[src/hw/shift_pkg.sv]
// Constants, register map and types shared by the shift register pair.
// Assumes an APB master with 32-bit data and byte addresses.
package shift_pkg;

  // Register byte addresses on the APB side.
  localparam int unsigned ADDR_W      = 12;
  localparam int unsigned DATA_W      = 32;
  localparam logic [11:0] CTRL_ADDR   = 12'h000;
  localparam logic [11:0] STEP_ADDR   = 12'h004;
  localparam logic [11:0] DATA_ADDR   = 12'h008;
  localparam logic [11:0] STATUS_ADDR = 12'h00C;

  // Control register field positions.
  localparam int unsigned CTRL_CLEAR_N_BIT = 0;
  localparam int unsigned CTRL_MODE_LO_BIT = 1;
  localparam int unsigned CTRL_MODE_HI_BIT = 2;
  localparam int unsigned CTRL_SHIFT_BIT   = 3;
  localparam int unsigned CTRL_J_BIT       = 4;
  localparam int unsigned CTRL_K_N_BIT     = 5;
  localparam int unsigned CTRL_RIGHT_BIT   = 6;
  localparam int unsigned CTRL_LEFT_BIT    = 7;
  localparam logic [31:0] CTRL_RESET       = 32'h0000_0009;

  // Step register field and status register field positions.
  localparam int unsigned STEP_GO_BIT     = 0;
  localparam int unsigned STAT_UNIV_LSB   = 0;
  localparam int unsigned STAT_PAR_LSB    = 4;
  localparam int unsigned STAT_INV_BIT    = 8;
  localparam int unsigned STAT_EMPTY_BIT  = 9;
  localparam int unsigned STAT_FULL_BIT   = 10;
  localparam int unsigned STAT_PEND_BIT   = 11;

  // Parallel data FIFO shape; low nibble feeds the universal register.
  localparam int unsigned FIFO_W     = 8;
  localparam int unsigned FIFO_DEPTH = 8;
  localparam int unsigned UNIV_LSB   = 0;
  localparam int unsigned PAR_LSB    = 4;

  // Universal register mode codes, high select bit first.
  localparam logic [1:0] MODE_HOLD  = 2'h0;
  localparam logic [1:0] MODE_RIGHT = 2'h1;
  localparam logic [1:0] MODE_LEFT  = 2'h2;
  localparam logic [1:0] MODE_LOAD  = 2'h3;

  // States of the step sequencer.
  typedef enum logic [0:0] {STEP_IDLE, STEP_WAIT} step_state_t;

endpackage

[src/hw/sync_fifo.sv]
// Synchronous FIFO with valid/ready on both sides.
// Assumes one clock and a synchronous active-high reset.
`timescale 1ns/1ps
module sync_fifo
  import shift_pkg::*;
#(
  parameter int unsigned WIDTH = 8,
  parameter int unsigned DEPTH = 8
)
(
  input  wire logic             clk_i,
  input  wire logic             rst_i,
  input  wire logic             in_valid_i,
  output logic                  in_ready_o,
  input  wire logic [WIDTH-1:0] in_data_i,
  output logic                  out_valid_o,
  input  wire logic             out_ready_i,
  output logic [WIDTH-1:0]      out_data_o,
  output logic [$clog2(DEPTH+1)-1:0] count_o
);

  localparam int unsigned PW = $clog2(DEPTH);
  localparam int unsigned CW = $clog2(DEPTH+1);

  typedef struct packed {
    logic [DEPTH-1:0][WIDTH-1:0] mem;
    logic [PW-1:0]               wr_ptr;
    logic [PW-1:0]               rd_ptr;
    logic [CW-1:0]               count;
  } fifo_state_t;

  fifo_state_t s;
  fifo_state_t next_s;
  logic        push;
  logic        pop;

  // Full and empty come straight from the count, so they never lie.
  assign in_ready_o  = (s.count != CW'(DEPTH));
  assign out_valid_o = (s.count != '0);
  assign out_data_o  = s.mem[s.rd_ptr];
  assign count_o     = s.count;
  assign push        = in_valid_i & in_ready_o;
  assign pop         = out_ready_i & out_valid_o;

  // Pointers wrap explicitly so a depth that is not a power of two works.
  always_comb
  begin
    next_s = s;
    if (push)
    begin
      next_s.mem[s.wr_ptr] = in_data_i;
      next_s.wr_ptr = (s.wr_ptr == PW'(DEPTH-1)) ? '0 : s.wr_ptr + 1'b1;
    end
    if (pop)
    begin
      next_s.rd_ptr = (s.rd_ptr == PW'(DEPTH-1)) ? '0 : s.rd_ptr + 1'b1;
    end
    if (push && !pop)
    begin
      next_s.count = s.count + 1'b1;
    end
    else if (pop && !push)
    begin
      next_s.count = s.count - 1'b1;
    end
  end

  // The storage is cleared too, which keeps the read data defined.
  always_ff @(posedge clk_i)
  begin
    if (rst_i)
    begin
      s <= '0;
    end
    else
    begin
      s <= next_s;
    end
  end

endmodule

[src/hw/universal_shift4.sv]
// Four-stage universal register: hold, shift right, shift left, load.
// Assumes a one-cycle step enable on the shared clock.
`timescale 1ns/1ps
module universal_shift4
  import shift_pkg::*;
(
  input  wire logic       clk_i,
  input  wire logic       rst_i,
  input  wire logic       step_i,
  input  wire logic       clear_n_i,
  input  wire logic [1:0] mode_i,
  input  wire logic       right_i,
  input  wire logic       left_i,
  input  wire logic [3:0] data_i,
  output logic [3:0]      stage_o
);

  typedef struct packed {
    logic [3:0] stage;
  } univ_state_t;

  univ_state_t s;
  univ_state_t next_s;

  assign stage_o = s.stage;

  // Bit 0 is the first stage, bit 3 the last.
  always_comb
  begin
    next_s = s;
    if (!clear_n_i)
    begin
      next_s.stage = 4'h0; // RULE1
    end
    else if (step_i) // RULE2
    begin
      case (mode_i) // RULE3
        MODE_LOAD:  next_s.stage = data_i; // RULE6
        MODE_RIGHT: next_s.stage = {s.stage[2:0], right_i}; // RULE4
        MODE_LEFT:  next_s.stage = {left_i, s.stage[3:1]}; // RULE5
        MODE_HOLD:  next_s.stage = s.stage;
        default:    next_s.stage = s.stage;
      endcase
    end
  end

  // State only moves on a step or under clear, so idle cycles leave it alone.
  always_ff @(posedge clk_i)
  begin
    if (rst_i)
    begin
      s <= '0;
    end
    else
    begin
      s <= next_s; // RULE12
    end
  end

endmodule

[src/hw/four_bit_shift_registers.sv]
// Top of the shift register pair: APB slave, step sequencer, data FIFO,
// the parallel-access register and an instance of the universal one.
// Assumes a single 50 MHz clock and an APB master on the same clock.
// Software owns every input: modes, serial and first-stage controls
// are control register bits, and the register clock is a step request.
// Limitation: clear acts at a write edge, not between clock edges.
// A load step takes one FIFO word for both registers at once.
//
// Notes on behaviour
// RULE1: Clear low empties all stages at once; the inverted last output goes high.
// RULE2: With clear inactive, stages change only on a register clock step.
// RULE3: Universal mode: 11 loads, 01 shifts right, 10 shifts left, 00 holds.
// RULE4: Right shift takes the right serial input into stage 0, moves upward.
// RULE5: Left shift takes the left serial input into stage 3, moves downward.
// RULE6: Parallel load copies each data bit into its own stage.
// RULE7: Parallel-access register loads when shift/load is low, shifts when high.
// RULE8: Shift moves stages up; stage 0 follows J and inverted K.
// RULE9: J tied to inverted K makes stage 0 a plain D input.
// RULE10: An extra output always shows the complement of the last stage.
// RULE11: Outside logic may feed last outputs back to J and K for counting.
// RULE12: Without a clock step the contents never change; here a clear write also empties them without a step.
`timescale 1ns/1ps
module four_bit_shift_registers
  import shift_pkg::*;
(
  input  wire logic        CLK_I,
  input  wire logic        RST_I,
  input  wire logic        PSEL_I,
  input  wire logic        PENABLE_I,
  input  wire logic        PWRITE_I,
  input  wire logic [11:0] PADDR_I,
  input  wire logic [31:0] PWDATA_I,
  output logic [31:0]      PRDATA_O,
  output logic             PREADY_O,
  output logic             PSLVERR_O,
  output logic [3:0]       UNIV_STAGE_OUT_O,
  output logic [3:0]       PAR_STAGE_OUT_O,
  output logic             STAGE3_OUT_INVERTED_O
);

  // Everything this module remembers, registered as one word.
  typedef struct packed {
    logic        master_clear_n;
    logic [1:0]  mode_select;
    logic        shift_select;
    logic        j_in;
    logic        k_in_n;
    logic        right_serial;
    logic        left_serial;
    step_state_t step_state;
    logic [3:0]  par_stage;
    logic        stage3_out_inverted;
    logic [31:0] prdata;
  } top_state_t;

  top_state_t s;
  top_state_t next_s;

  // Bus decode and handshake terms.
  logic        setup_phase;
  logic        access_phase;
  logic        hit_ctrl;
  logic        hit_step;
  logic        hit_data;
  logic        hit_status;
  logic        mapped;
  logic        ready;
  logic        done;
  logic        ctrl_wr;
  logic        step_wr;
  logic        data_wr;

  // Sequencer and datapath terms.
  logic        clear_eff_n;
  logic        need_load;
  logic        fire;
  logic        register_clock;
  logic        pop;
  logic        first_next;
  logic [3:0]  univ_stage;
  logic [3:0]  par_next;

  // FIFO connections.
  logic        fifo_in_ready;
  logic        fifo_out_valid;
  logic [7:0]  fifo_out_data;
  logic [3:0]  fifo_count;

  // Address decode of the four word registers.
  assign setup_phase  = PSEL_I & ~PENABLE_I;
  assign access_phase = PSEL_I & PENABLE_I;
  assign hit_ctrl     = (PADDR_I == CTRL_ADDR);
  assign hit_step     = (PADDR_I == STEP_ADDR);
  assign hit_data     = (PADDR_I == DATA_ADDR);
  assign hit_status   = (PADDR_I == STATUS_ADDR);
  assign mapped       = hit_ctrl | hit_step | hit_data | hit_status;


  // Waiting on the bus, rather than dropping a write, keeps software
  // simple: a step or data write can never be lost, only delayed.
  // Back-pressure on the bus: a step waits for the previous one to finish,
  // and a data word waits for room in the FIFO. Reads never wait.
  always_comb
  begin
    ready = 1'b1;
    if (PWRITE_I && hit_step)
    begin
      ready = (s.step_state == STEP_IDLE);
    end
    else if (PWRITE_I && hit_data)
    begin
      ready = fifo_in_ready;
    end
  end


  // An unmapped address still completes at once, with an error, so a
  // stray access cannot stall the bus.
  // Handshake outputs are combinational; read data comes from a flop.
  assign PREADY_O  = access_phase & ready;
  assign done      = access_phase & ready;
  assign PSLVERR_O = done & ~mapped;
  assign PRDATA_O  = s.prdata;

  // Writes take effect only at the completing edge of the access phase.
  assign ctrl_wr = done & PWRITE_I & hit_ctrl;
  assign step_wr = done & PWRITE_I & hit_step & PWDATA_I[STEP_GO_BIT];
  assign data_wr = done & PWRITE_I & hit_data;

  // A clear written now acts on this very edge, not one cycle later, so
  // the stages empty as soon as the write lands.
  assign clear_eff_n = ctrl_wr ? PWDATA_I[CTRL_CLEAR_N_BIT]
                               : s.master_clear_n;

  // A step needs a FIFO word when either register is set to load.
  assign need_load = (s.mode_select == MODE_LOAD) | ~s.shift_select;


  // Firing waits in the sequencer, not on the bus, so software can post
  // a step first and the data word after it.
  // A pending step fires once its data is there; under clear it fires at
  // once and is thrown away, so an empty FIFO cannot wedge the sequencer.
  assign fire = (s.step_state == STEP_WAIT) &
                (~clear_eff_n | ~need_load | fifo_out_valid);

  // The register clock is a one-cycle enable, gated off by clear.
  assign register_clock = fire & clear_eff_n; // RULE2
  assign pop            = register_clock & need_load;


  // Tying J and inverted K together turns this into a plain data input.
  // Stage 0 of the parallel-access register is a JK stage with inverted K:
  // low-low clears, high-high sets, low-high holds, high-low toggles.
  assign first_next = (s.j_in & ~s.par_stage[0]) |
                      (s.k_in_n & s.par_stage[0]); // RULE8 RULE9

  // Shift moves each stage one place toward the last; load copies data.
  always_comb
  begin
    if (!s.shift_select)
    begin
      par_next = fifo_out_data[PAR_LSB +: 4]; // RULE7 RULE6
    end
    else
    begin
      par_next = {s.par_stage[2:0], first_next}; // RULE8
    end
  end


  // The FIFO decouples bus writes from steps; its head word is what the
  // parallel inputs see, and it is popped only by a load step.
  // Data FIFO between the bus and the parallel inputs of both registers.
  sync_fifo #(
    .WIDTH (FIFO_W),
    .DEPTH (FIFO_DEPTH)
  ) u_fifo (
    .clk_i       (CLK_I),
    .rst_i       (RST_I),
    .in_valid_i  (data_wr),
    .in_ready_o  (fifo_in_ready),
    .in_data_i   (PWDATA_I[7:0]),
    .out_valid_o (fifo_out_valid),
    .out_ready_i (pop),
    .out_data_o  (fifo_out_data),
    .count_o     (fifo_count)
  );


  // Both registers share one enable so they always step together.
  // Universal register, stepped by the same enable.
  universal_shift4 u_univ (
    .clk_i     (CLK_I),
    .rst_i     (RST_I),
    .step_i    (register_clock),
    .clear_n_i (clear_eff_n),
    .mode_i    (s.mode_select),
    .right_i   (s.right_serial),
    .left_i    (s.left_serial),
    .data_i    (fifo_out_data[UNIV_LSB +: 4]),
    .stage_o   (univ_stage)
  );

  // Next state of control fields, sequencer, stages and read data.
  always_comb
  begin
    next_s = s;


    // Control register write; the new modes apply from the next step on.
    // Bits above the control field are ignored.
    if (ctrl_wr)
    begin
      next_s.master_clear_n = PWDATA_I[CTRL_CLEAR_N_BIT];
      next_s.mode_select    = {PWDATA_I[CTRL_MODE_HI_BIT],
                               PWDATA_I[CTRL_MODE_LO_BIT]};
      next_s.shift_select   = PWDATA_I[CTRL_SHIFT_BIT];
      next_s.j_in           = PWDATA_I[CTRL_J_BIT];
      next_s.k_in_n         = PWDATA_I[CTRL_K_N_BIT];
      next_s.right_serial   = PWDATA_I[CTRL_RIGHT_BIT];
      next_s.left_serial    = PWDATA_I[CTRL_LEFT_BIT];
    end


    // Step sequencer: one register clock per accepted step write, none under clear.
    // Only one step is ever outstanding; a second step write waits on
    // the bus until the first has fired.
    case (s.step_state)
      STEP_IDLE:
      begin
        if (step_wr)
        begin
          next_s.step_state = STEP_WAIT;
        end
      end
      STEP_WAIT:
      begin
        if (fire)
        begin
          next_s.step_state = STEP_IDLE;
        end
      end
      default:
      begin
        next_s.step_state = STEP_IDLE;
      end
    endcase


    // Parallel-access stages; the complement is kept beside the last one.
    // Keeping it in a flop of its own makes it a clean register output,
    // at the cost of one flop that must track the last stage exactly.
    if (!clear_eff_n)
    begin
      next_s.par_stage           = 4'h0; // RULE1
      next_s.stage3_out_inverted = 1'b1; // RULE1
    end
    else if (register_clock)
    begin
      next_s.par_stage           = par_next;
      next_s.stage3_out_inverted = ~par_next[3]; // RULE10
    end


    // Read data is captured in the setup cycle and held for the access.
    // Capturing early gives a flop output and needs no read wait state.
    // Unmapped reads return zero.
    if (setup_phase && !PWRITE_I)
    begin
      next_s.prdata = 32'h0000_0000;
      if (hit_ctrl)
      begin
        next_s.prdata[CTRL_CLEAR_N_BIT] = s.master_clear_n;
        next_s.prdata[CTRL_MODE_LO_BIT] = s.mode_select[0];
        next_s.prdata[CTRL_MODE_HI_BIT] = s.mode_select[1];
        next_s.prdata[CTRL_SHIFT_BIT]   = s.shift_select;
        next_s.prdata[CTRL_J_BIT]       = s.j_in;
        next_s.prdata[CTRL_K_N_BIT]     = s.k_in_n;
        next_s.prdata[CTRL_RIGHT_BIT]   = s.right_serial;
        next_s.prdata[CTRL_LEFT_BIT]    = s.left_serial;
      end
      else if (hit_step)
      begin
        next_s.prdata[STEP_GO_BIT] = (s.step_state == STEP_WAIT);
      end
      else if (hit_data)
      begin
        next_s.prdata[3:0] = fifo_count;
      end
      else if (hit_status)
      begin
        next_s.prdata[STAT_UNIV_LSB +: 4] = univ_stage;
        next_s.prdata[STAT_PAR_LSB +: 4]  = s.par_stage;
        next_s.prdata[STAT_INV_BIT]       = s.stage3_out_inverted;
        next_s.prdata[STAT_EMPTY_BIT]     = ~fifo_out_valid;
        next_s.prdata[STAT_FULL_BIT]      = ~fifo_in_ready;
        next_s.prdata[STAT_PEND_BIT]      = (s.step_state == STEP_WAIT);
      end
    end
  end


  // Reset is synchronous, so it needs at least one rising edge.
  // Reset leaves clear released, the universal register holding and the
  // parallel-access register in shift, with all stages empty.
  always_ff @(posedge CLK_I)
  begin
    if (RST_I)
    begin
      s                     <= '0;
      s.master_clear_n      <= CTRL_RESET[CTRL_CLEAR_N_BIT];
      s.mode_select         <= {CTRL_RESET[CTRL_MODE_HI_BIT],
                                CTRL_RESET[CTRL_MODE_LO_BIT]};
      s.shift_select        <= CTRL_RESET[CTRL_SHIFT_BIT];
      s.step_state          <= STEP_IDLE;
      s.stage3_out_inverted <= 1'b1;
    end
    else
    begin
      s <= next_s; // RULE12
    end
  end


  // Stage outputs come straight from flops.
  // They change only at the edge where a step fires or clear is written.
  assign UNIV_STAGE_OUT_O      = univ_stage;
  assign PAR_STAGE_OUT_O       = s.par_stage;
  assign STAGE3_OUT_INVERTED_O = s.stage3_out_inverted; // RULE10

endmodule

[config.mk]
export PLATFORM = sky130hd
export DESIGN_NAME = four_bit_shift_registers
export DESIGN_NICKNAME = d
export VERILOG_FILES = /design/src/hw/shift_pkg.sv /design/src/hw/sync_fifo.sv /design/src/hw/universal_shift4.sv /design/src/hw/four_bit_shift_registers.sv
export SDC_FILE = /design/constraint.sdc
export NUM_CORES = 1
export LEC_CHECK = 0
export BUFFER_PORTS_ARGS = -buffer_cell sky130_fd_sc_hd__buf_2
export CAP_MARGIN = 25
export CORE_MARGIN = 2
export CORE_UTILIZATION = 25
export CTS_CLUSTER_SIZE = 14
export DETAILED_ROUTE_END_ITERATION = 10
export SKIP_CTS_REPAIR_TIMING = 1
export SYNTH_ARGS = -nofsm -noshare
export SYNTH_HDL_FRONTEND = slang
export SYNTH_SLANG_ARGS = --single-unit
export TNS_END_PERCENT = 30
[constraint.sdc]
create_clock -name CLK_I -period 5.1 [get_ports CLK_I]
set_input_delay 1.275 -clock CLK_I [delete_from_list [all_inputs] [get_ports CLK_I]]
set_output_delay 1.275 -clock CLK_I [all_outputs]
set_load 0.02 [all_outputs]
Word level (Yosys, flattened, before mapping)
Index checks and enable logic that the tools add are counted.
- register bits after elaboration: 104
- input bits: 49
- logic and storage cells: 112
- output and inout port bits: 43
- eq/ne operators: 9
- bitwise gates (word level): 34
- add/sub/neg operators: 4
- order comparisons: 3
- reductions and logical operators: 15
- multiplexer cells: 24
- operators with widths (operator ; number):
    $bwmux 64 ; 1
    $mux 8 ; 4
    $bmux 8 s3 ; 1
    $demux 8 s3 ; 1
    $eq 12x4->1 const B ; 2
    $mux 4 ; 5
    $and 1x1->1 ; 16
    $eq 12x3->1 const B ; 1
    $logic_not 12->1 ; 1
    $mux 12 ; 1
    $pmux 4 s3 ; 1
    $mux 11 ; 1
    $not 1->1 ; 11
    $lt 3x4->1 const B ; 2
    $or 1x1->1 ; 7
    $add 3x1->3 const B ; 2
    $eq 3x3->1 const B ; 2
    $logic_and 1x1->1 ; 6
    $mux 1 ; 6
    $mux 3 ; 2
    $add 4x1->4 const B ; 1
    $eq 2x2->1 const B ; 2
    $ne 4x4->1 const B ; 1
    $reduce_bool 4->1 ; 1
    9 further kinds ; 11

Logic depth before layout (Yosys ltp)
- depth in word-level cells: 18
- mapped depth: 12
- mapped depth without buffers: 11

Cells and area by module
From an unflattened synthesis, not the netlist that was laid out.
- cells, all modules: 536
- area, all modules: 5301.3 µm²
- modules (own cells, without submodules) (module ; times used ; area each (µm²) ; cells each):
    sync_fifo ; 1 ; 3452.1 ; 318
    four_bit_shift_registers ; 1 ; 1569.0 ; 185
    universal_shift4 ; 1 ; 280.3 ; 33

Worst setup path after synthesis
OpenSTA, ideal clock, no wires.
- path type: input to register
- start point: in PADDR_I[9]
- end point: reg u_fifo.s (netlist bit u_fifo.count_o[3])
- data required time: 4.979 ns
- library setup time: 0.121 ns
- buffers on the path: 0
- stages: 10
- setup slack: 0.996 ns
- data arrival time: 3.983 ns
- cells stage by stage: nor4_1 > nand4_1 > mux2_2 > ha_1 > inv_1 > ha_1 > a21o_1 > a21oi_1 > mux2i_1 > mux2_2
- longest elaborated chain between the ends: 18
- elaborated cells on any way between the ends: 26
- RTL lines (element ; line ; source):
    from (decl) ; four_bit_shift_registers.sv:31 ; input wire logic [11:0] PADDR_I,
    $eq 12x4->1 ; four_bit_shift_registers.sv:94 ; assign hit_data = (PADDR_I == DATA_ADDR);
    $logic_and 1x1->1 ; four_bit_shift_registers.sv:110 ; else if (PWRITE_I && hit_data)
    $mux 1 ; four_bit_shift_registers.sv:110 ;
    $mux 1 ; four_bit_shift_registers.sv:106 ; if (PWRITE_I && hit_step)
    $and 1x1->1 ; four_bit_shift_registers.sv:121 ; assign done = access_phase & ready;
    $and 1x1->1 ; four_bit_shift_registers.sv:126, four_bit_shift_registers.sv:128 ;
    $and 1x1->1 ; four_bit_shift_registers.sv:126 ; assign ctrl_wr = done & PWRITE_I & hit_ctrl;
    $mux 1 ; four_bit_shift_registers.sv:132 ; assign clear_eff_n = ctrl_wr ? PWDATA_I[CTRL_CLEAR_N_BIT]
    $not 1->1 (no source line) ; n/a ;
    $or 1x1->1 (2 in series) ; four_bit_shift_registers.sv:144 ; (~clear_eff_n | ~need_load | fifo_out_valid);
    $and 1x1->1 ; four_bit_shift_registers.sv:143 ; assign fire = (s.step_state == STEP_WAIT) &
    $and 1x1->1 ; four_bit_shift_registers.sv:147 ; assign register_clock = fire & clear_eff_n;
    $and 1x1->1 ; four_bit_shift_registers.sv:148 ; assign pop = register_clock & need_load;
    $and 1x1->1 ; sync_fifo.sv:43 ; assign pop = out_ready_i & out_valid_o;
    $logic_not 1->1 ; sync_fifo.sv:58 ; if (push && !pop)
    $logic_and 1x1->1 ; sync_fifo.sv:58 ;
    $mux 4 or $reduce_bool 2->1 (tied branches) ; n/a ;
    to (signal assigned) ; sync_fifo.sv:77 ; s <= next_s;
    to (decl) ; sync_fifo.sv:32 ; fifo_state_t s;
Parallel ways exist; a longest one is shown, timed or not.
A chain may end at the register's enable or synchronous reset.

Worst setup path in the final report
- start point: in PADDR_I[5]
- end point: out PREADY_O
- longest elaborated chain between the ends: 5
- elaborated cells on any way between the ends: 7
- RTL lines (element ; line ; source):
    $eq 12x4->1 ; four_bit_shift_registers.sv:94 ;
    $logic_and 1x1->1 ; four_bit_shift_registers.sv:110 ;
    $mux 1 ; four_bit_shift_registers.sv:110 ;
    $mux 1 * ; four_bit_shift_registers.sv:106 ;
    $and 1x1->1 * ; four_bit_shift_registers.sv:120 ; assign PREADY_O = access_phase & ready;
    to (decl) ; four_bit_shift_registers.sv:34 ; output logic PREADY_O,
Every way passes the cells marked *; elsewhere a longest branch is shown, timed or not.

==> report_table.html <==
<table>
<tr><th>Metric</th><th>Value</th></tr>
<tr><th colspan="2">Status</th></tr>
<tr><td>Result of the run</td><td>complete, no violations</td></tr>
<tr><th colspan="2">Global route</th></tr>
<tr><td>First-pass GRT wire length</td><td>between 20000 and 25000 µm</td></tr>
<tr><td>GRT overflow</td><td>0</td></tr>
<tr><td>Maximum number of pins on one net before global-route repair</td><td>~70</td></tr>
<tr><td>Combined global-route utilization of all metal layers</td><td>0.1247</td></tr>
<tr><td>Antenna violations before repair</td><td>0</td></tr>
<tr><td>Via count of the first global-routing pass</td><td>around 4200</td></tr>
<tr><th colspan="2">Worst hold path</th></tr>
<tr><td>Class of the tightest hold or removal check</td><td>flip-flop to flip-flop</td></tr>
<tr><td>Hold Path Cell Cnt</td><td>2</td></tr>
<tr><td>Min-Delay Startpoint</td><td>PRDATA_O[11]</td></tr>
<tr><th colspan="2">Setup path</th></tr>
<tr><td>Crit-path leading delay family</td><td>simple AND/OR/NAND/NOR gates</td></tr>
<tr><td>Critical path startpoint</td><td>PADDR_I[5]</td></tr>
<tr><td>Crit Path Max Fanout</td><td>5</td></tr>
<tr><td>Worst Path Buf+Inv</td><td>2</td></tr>
<tr><td>Worst path slowest cell</td><td>sky130_fd_sc_hd__or4_1</td></tr>
<tr><td>Arrival time of the worst setup path</td><td>2.91 ns</td></tr>
<tr><td>CP cell instances</td><td>buf_2 &gt; or4_1 &gt; nor3_1 &gt; a31oi_1 &gt; buf_2</td></tr>
<tr><td>WP depth</td><td>5</td></tr>
<tr><td>Kind of start point of the critical path</td><td>input pin</td></tr>
<tr><td>Kind of end point of the critical path</td><td>primary output</td></tr>
<tr><td>Crit path required time</td><td>approximately 3.8 ns</td></tr>
<tr><td>Classification of the worst setup path</td><td>input pin to primary output</td></tr>
<tr><td>R2R depth</td><td>10</td></tr>
<tr><td>Peak per-stage delay on the critical path</td><td>0.68 ns</td></tr>
<tr><td>Most used cell, CP</td><td>sky130_fd_sc_hd__buf_2</td></tr>
<tr><td>Crit Reg-Reg Startpoint</td><td>u_fifo.count_o[0]</td></tr>
<tr><th colspan="2">Power and ir drop</th></tr>
<tr><td>Clock network power share</td><td>0.460</td></tr>
<tr><td>Static Leakage</td><td>around 2.1 nW</td></tr>
<tr><td>Relative contribution of combinational cells to total power</td><td>0.046</td></tr>
<tr><td>Power Density</td><td>273.1 nW/µm²</td></tr>
<tr><td>Internal power contribution</td><td>0.001257 W</td></tr>
<tr><td>Net switching power of the design</td><td>about 0.00039 W</td></tr>
<tr><td>Worst ir drop on vdd</td><td>180.8 µV</td></tr>
<tr><td>Sequential Power Share</td><td>0.494</td></tr>
<tr><td>Sw frac</td><td>0.2365</td></tr>
<tr><th colspan="2">Synth</th></tr>
<tr><td>Mean area per synthesized cell</td><td>roughly 8.5 µm²</td></tr>
<tr><td>Sequential-to-total area share from yosys stat</td><td>0.3812</td></tr>
<tr><td>Cells taking the most area after synthesis</td><td>sky130_fd_sc_hd__dfxtp_1 (38%), sky130_fd_sc_hd__nand3_1 (7.6%), sky130_fd_sc_hd__a21oi_1 (7.5%), sky130_fd_sc_hd__mux4_2 (7.0%), sky130_fd_sc_hd__o21ai_0 (5.0%)</td></tr>
<tr><td>Top FF cell, synth</td><td>sky130_fd_sc_hd__dfxtp_1</td></tr>
<tr><td>Synth warnings</td><td>0</td></tr>
<tr><td>Fraction of registers with async set or reset after synthesis</td><td>0</td></tr>
<tr><td>Count of distinct cell types in the synthesized netlist</td><td>between 40 and 50</td></tr>
<tr><td>Synth Cell Area</td><td>approximately 5500 µm²</td></tr>
<tr><td>Synthesized netlist cell count</td><td>640</td></tr>
<tr><td>Area share of the largest cell type after synthesis</td><td>0.3812</td></tr>
<tr><td>Area leader, netlist</td><td>sky130_fd_sc_hd__dfxtp_1</td></tr>
<tr><td>FF+latch count, synth</td><td>roughly 100</td></tr>
<tr><td>Number of flops mapped to enable cells by yosys</td><td>0</td></tr>
<tr><th colspan="2">Floorplan</th></tr>
<tr><td>Die boundary width</td><td>between 150 and 200 µm</td></tr>
<tr><td>Core box area</td><td>~22000 µm²</td></tr>
<tr><td>Number of ports placed on the die boundary</td><td>92</td></tr>
<tr><td>Full die area</td><td>23040 µm²</td></tr>
<tr><td>Effective utilization at floorplan</td><td>0.2526</td></tr>
<tr><td>Y dimension of the die</td><td>roughly 150 µm</td></tr>
<tr><td>Cell Rows</td><td>54</td></tr>
<tr><th colspan="2">Clock tree</th></tr>
<tr><td>CTS Root Cell</td><td>sky130_fd_sc_hd__clkbuf_16</td></tr>
<tr><td>Maximum root-to-sink buffer count</td><td>2</td></tr>
<tr><td>Insertion delay of the later-clocked pin in the worst-skew pair</td><td>0.36 ns</td></tr>
<tr><td>Level count of the clock H-tree</td><td>3</td></tr>
<tr><td>Clock-pin transition on the worst setup and hold timing paths</td><td>about 0.070 ns</td></tr>
<tr><td>Clock tree sinks</td><td>about 100</td></tr>
<tr><td>Total CTS buffers</td><td>9</td></tr>
<tr><td>TritonCTS clock tree</td><td>yes</td></tr>
<tr><th colspan="2">Route</th></tr>
<tr><td>Antenna-violating nets left</td><td>0</td></tr>
<tr><td>Met3 WL post-DR</td><td>about 650 µm</td></tr>
<tr><td>Mean routed wirelength per cell</td><td>15.76 µm</td></tr>
<tr><td>Detailed Route WL</td><td>around 14000 µm</td></tr>
<tr><td>DRT Pass-1 Iters</td><td>5</td></tr>
<tr><td>DRC marker count from the first detailed-route iteration</td><td>approximately 310</td></tr>
<tr><td>Via density</td><td>a little over 5</td></tr>
<tr><td>Met2 Wirelength</td><td>between 6000 and 7000 µm</td></tr>
<tr><td>Wire length the detailed router placed on met1</td><td>between 6000 and 7000 µm</td></tr>
<tr><td>DRC violation count after routing</td><td>0</td></tr>
<tr><td>Total via count after detailed routing</td><td>between 4000 and 5000</td></tr>
<tr><td>Highest metal layer used by the detailed router</td><td>met4</td></tr>
<tr><th colspan="2">STA</th></tr>
<tr><td>Setup Viol. Count Final</td><td>0</td></tr>
<tr><td>Headroom to the max-slew limit</td><td>0.2948</td></tr>
<tr><td>Number of slew-limit violations in the final report</td><td>0</td></tr>
<tr><td>Post-layout worst setup margin</td><td>0.9192 ns</td></tr>
<tr><td>Post-route minimum period</td><td>around 4.2 ns</td></tr>
<tr><td>Setup repair after global routing missed its margin</td><td>no</td></tr>
<tr><td>Slew @ Worst Pin</td><td>about 1.0 ns</td></tr>
<tr><td>Setup Total Neg Slack</td><td>0 ns</td></tr>
<tr><td>Part of the cycle the worst path needs</td><td>0.8198</td></tr>
<tr><td>Final clock skew</td><td>roughly 0.0085 ns</td></tr>
<tr><td>Final worst hold slack</td><td>between 0.4 and 0.5 ns</td></tr>
<tr><td>Hold violation total from the final report</td><td>0</td></tr>
<tr><td>Top achievable clock speed</td><td>239.2 MHz</td></tr>
<tr><th colspan="2">Place</th></tr>
<tr><td>Half-perimeter wire length of the detailed placement result</td><td>9667 µm</td></tr>
<tr><td>Instance count after placement with tap cells included</td><td>~900</td></tr>
<tr><td>GP Congestion</td><td>between 0.7 and 0.8</td></tr>
<tr><td>Post-Place Setup Slack</td><td>approximately 0.93 ns</td></tr>
<tr><td>Placed cell areas</td><td>around 5700 µm²</td></tr>
<tr><td>IO buf count</td><td>47</td></tr>
<tr><th colspan="2">Cells and area</th></tr>
<tr><td>Area overhead of the layout relative to synthesis</td><td>10.33%</td></tr>
<tr><td>Share of final-layout standard cells stronger than drive strength 1</td><td>0.1601</td></tr>
<tr><td>Antenna cell count</td><td>0</td></tr>
<tr><td>Non-filler cells, final</td><td>between 900 and 1000</td></tr>
<tr><td>Most common library cell in the layout ignoring fill and taps</td><td>sky130_fd_sc_hd__dfxtp_1</td></tr>
<tr><td>Post-route cell area</td><td>roughly 6000 µm²</td></tr>
<tr><td>Layout net count</td><td>just under 700</td></tr>
<tr><td># fillers</td><td>between 2000 and 2500</td></tr>
<tr><td>Commonest non-fill, non-tap cells in the layout</td><td>sky130_fd_sc_hd__dfxtp_1 (104), sky130_fd_sc_hd__nand3_1 (83), sky130_fd_sc_hd__a21oi_1 (82)</td></tr>
<tr><th colspan="2">Flow run</th></tr>
<tr><td>Reported max-cap violation count</td><td>0</td></tr>
</table>
==> state kept, by name (all words and copies together) (netlist names) <==
name / cells
STAGE3_OUT_INVERTED_O: 1
s: 9
u_univ.stage_o: 4
u_fifo.count_o: 4
u_fifo.s: 70
PRDATA_O: 12
PAR_STAGE_OUT_O: 4
==> kinds of logic (layout without fill, tap and decap cells) <==
kind of cell / count (synthesis) / in the layout / share of synthesized area
AND/OR/NAND/NOR: 204 / 204 / 0.1984
adder cells (fa/ha/maj): 12 / 12 / 0.02887
multiplexers: 39 / 39 / 0.1118
XOR/XNOR: 2 / 2 / 0.003208
flip-flops: 104 / 104 / 0.3812
buffers and inverters: 98 / 76 / 0.09462
AO/OA/AOI/OAI: 180 / 180 / 0.1812
other: 1 / 20 / 0.0006866
==> Yosys cell counts, types with 9 or more instances <==
master	n
sky130_fd_sc_hd__dfxtp_1	104
sky130_fd_sc_hd__mux2i_1	16
sky130_fd_sc_hd__mux4_2	17
sky130_fd_sc_hd__ha_1	11
sky130_fd_sc_hd__clkbuf_1	46
sky130_fd_sc_hd__nor2_1	24
sky130_fd_sc_hd__o21ai_1	16
sky130_fd_sc_hd__nand2_1	24
sky130_fd_sc_hd__o21ai_0	55
sky130_fd_sc_hd__nand3_1	83
sky130_fd_sc_hd__a21oi_1	82
sky130_fd_sc_hd__buf_4	36
sky130_fd_sc_hd__nand4_1	9
sky130_fd_sc_hd__nor3_1	10
==> final cells by class <==
cell class	count	area (µm²)	area share
repair buffers	56	300.3	0.04983
flip-flops and latches	104	2082	0.3455
inverters	4	15.01	0.002492
clock inverters	4	58.81	0.009759
well taps	280	350.3	0.05814
multi-input cells	457	2953	0.4900
clock buffers	12	266.5	0.04423
==> worst paths after layout <==
| path | endpoint | slack [ns] |
|---|---|---|
| worst max-delay path | PREADY_O | 0.92 |
| worst min-delay path | PRDATA_O[11] | 0.45 |
| worst max register to register | u_fifo.count_o[3] | 2.13 |
| worst min register to register | PRDATA_O[11] | 0.45 |
==> stage by stage <==
step,total power (W),util
after global routing,0.001693,0.2787
after floorplan,0.0008948,-
after global placement,0.0009064,0.2634
after detailed placement,0.0009069,0.2637
after CTS,0.001657,0.2787
final,0.001646,0.2787
==> power by group through the flow <==
stage	combinational (W)	sequential [W]	clock (W)
floorplan	0.0000629	0.000832	0
CTS	0.0000750	0.000813	0.000769
global route	0.0000821	0.000813	0.000798
finish	0.0000755	0.000813	0.000758
detailed placement	0.0000750	0.000832	0
global placement	0.0000745	0.000832	0
==> worst min-delay path, stage by stage, from the launching register on <==
cell	delay (ns)
sky130_fd_sc_hd__dfxtp_1	0.31
sky130_fd_sc_hd__nand2_1	0.05
sky130_fd_sc_hd__a21oi_1	0.05
==> per-layer routing <==
metal / track usage / vias to the layer above
met5: 0 / -
met4: 0.03872 / 0
met3: 0.02282 / 15
met2: 0.2010 / 114
met1: 0.1700 / 2252
li1: - / 2267
(Power assumes the default switching activity.)
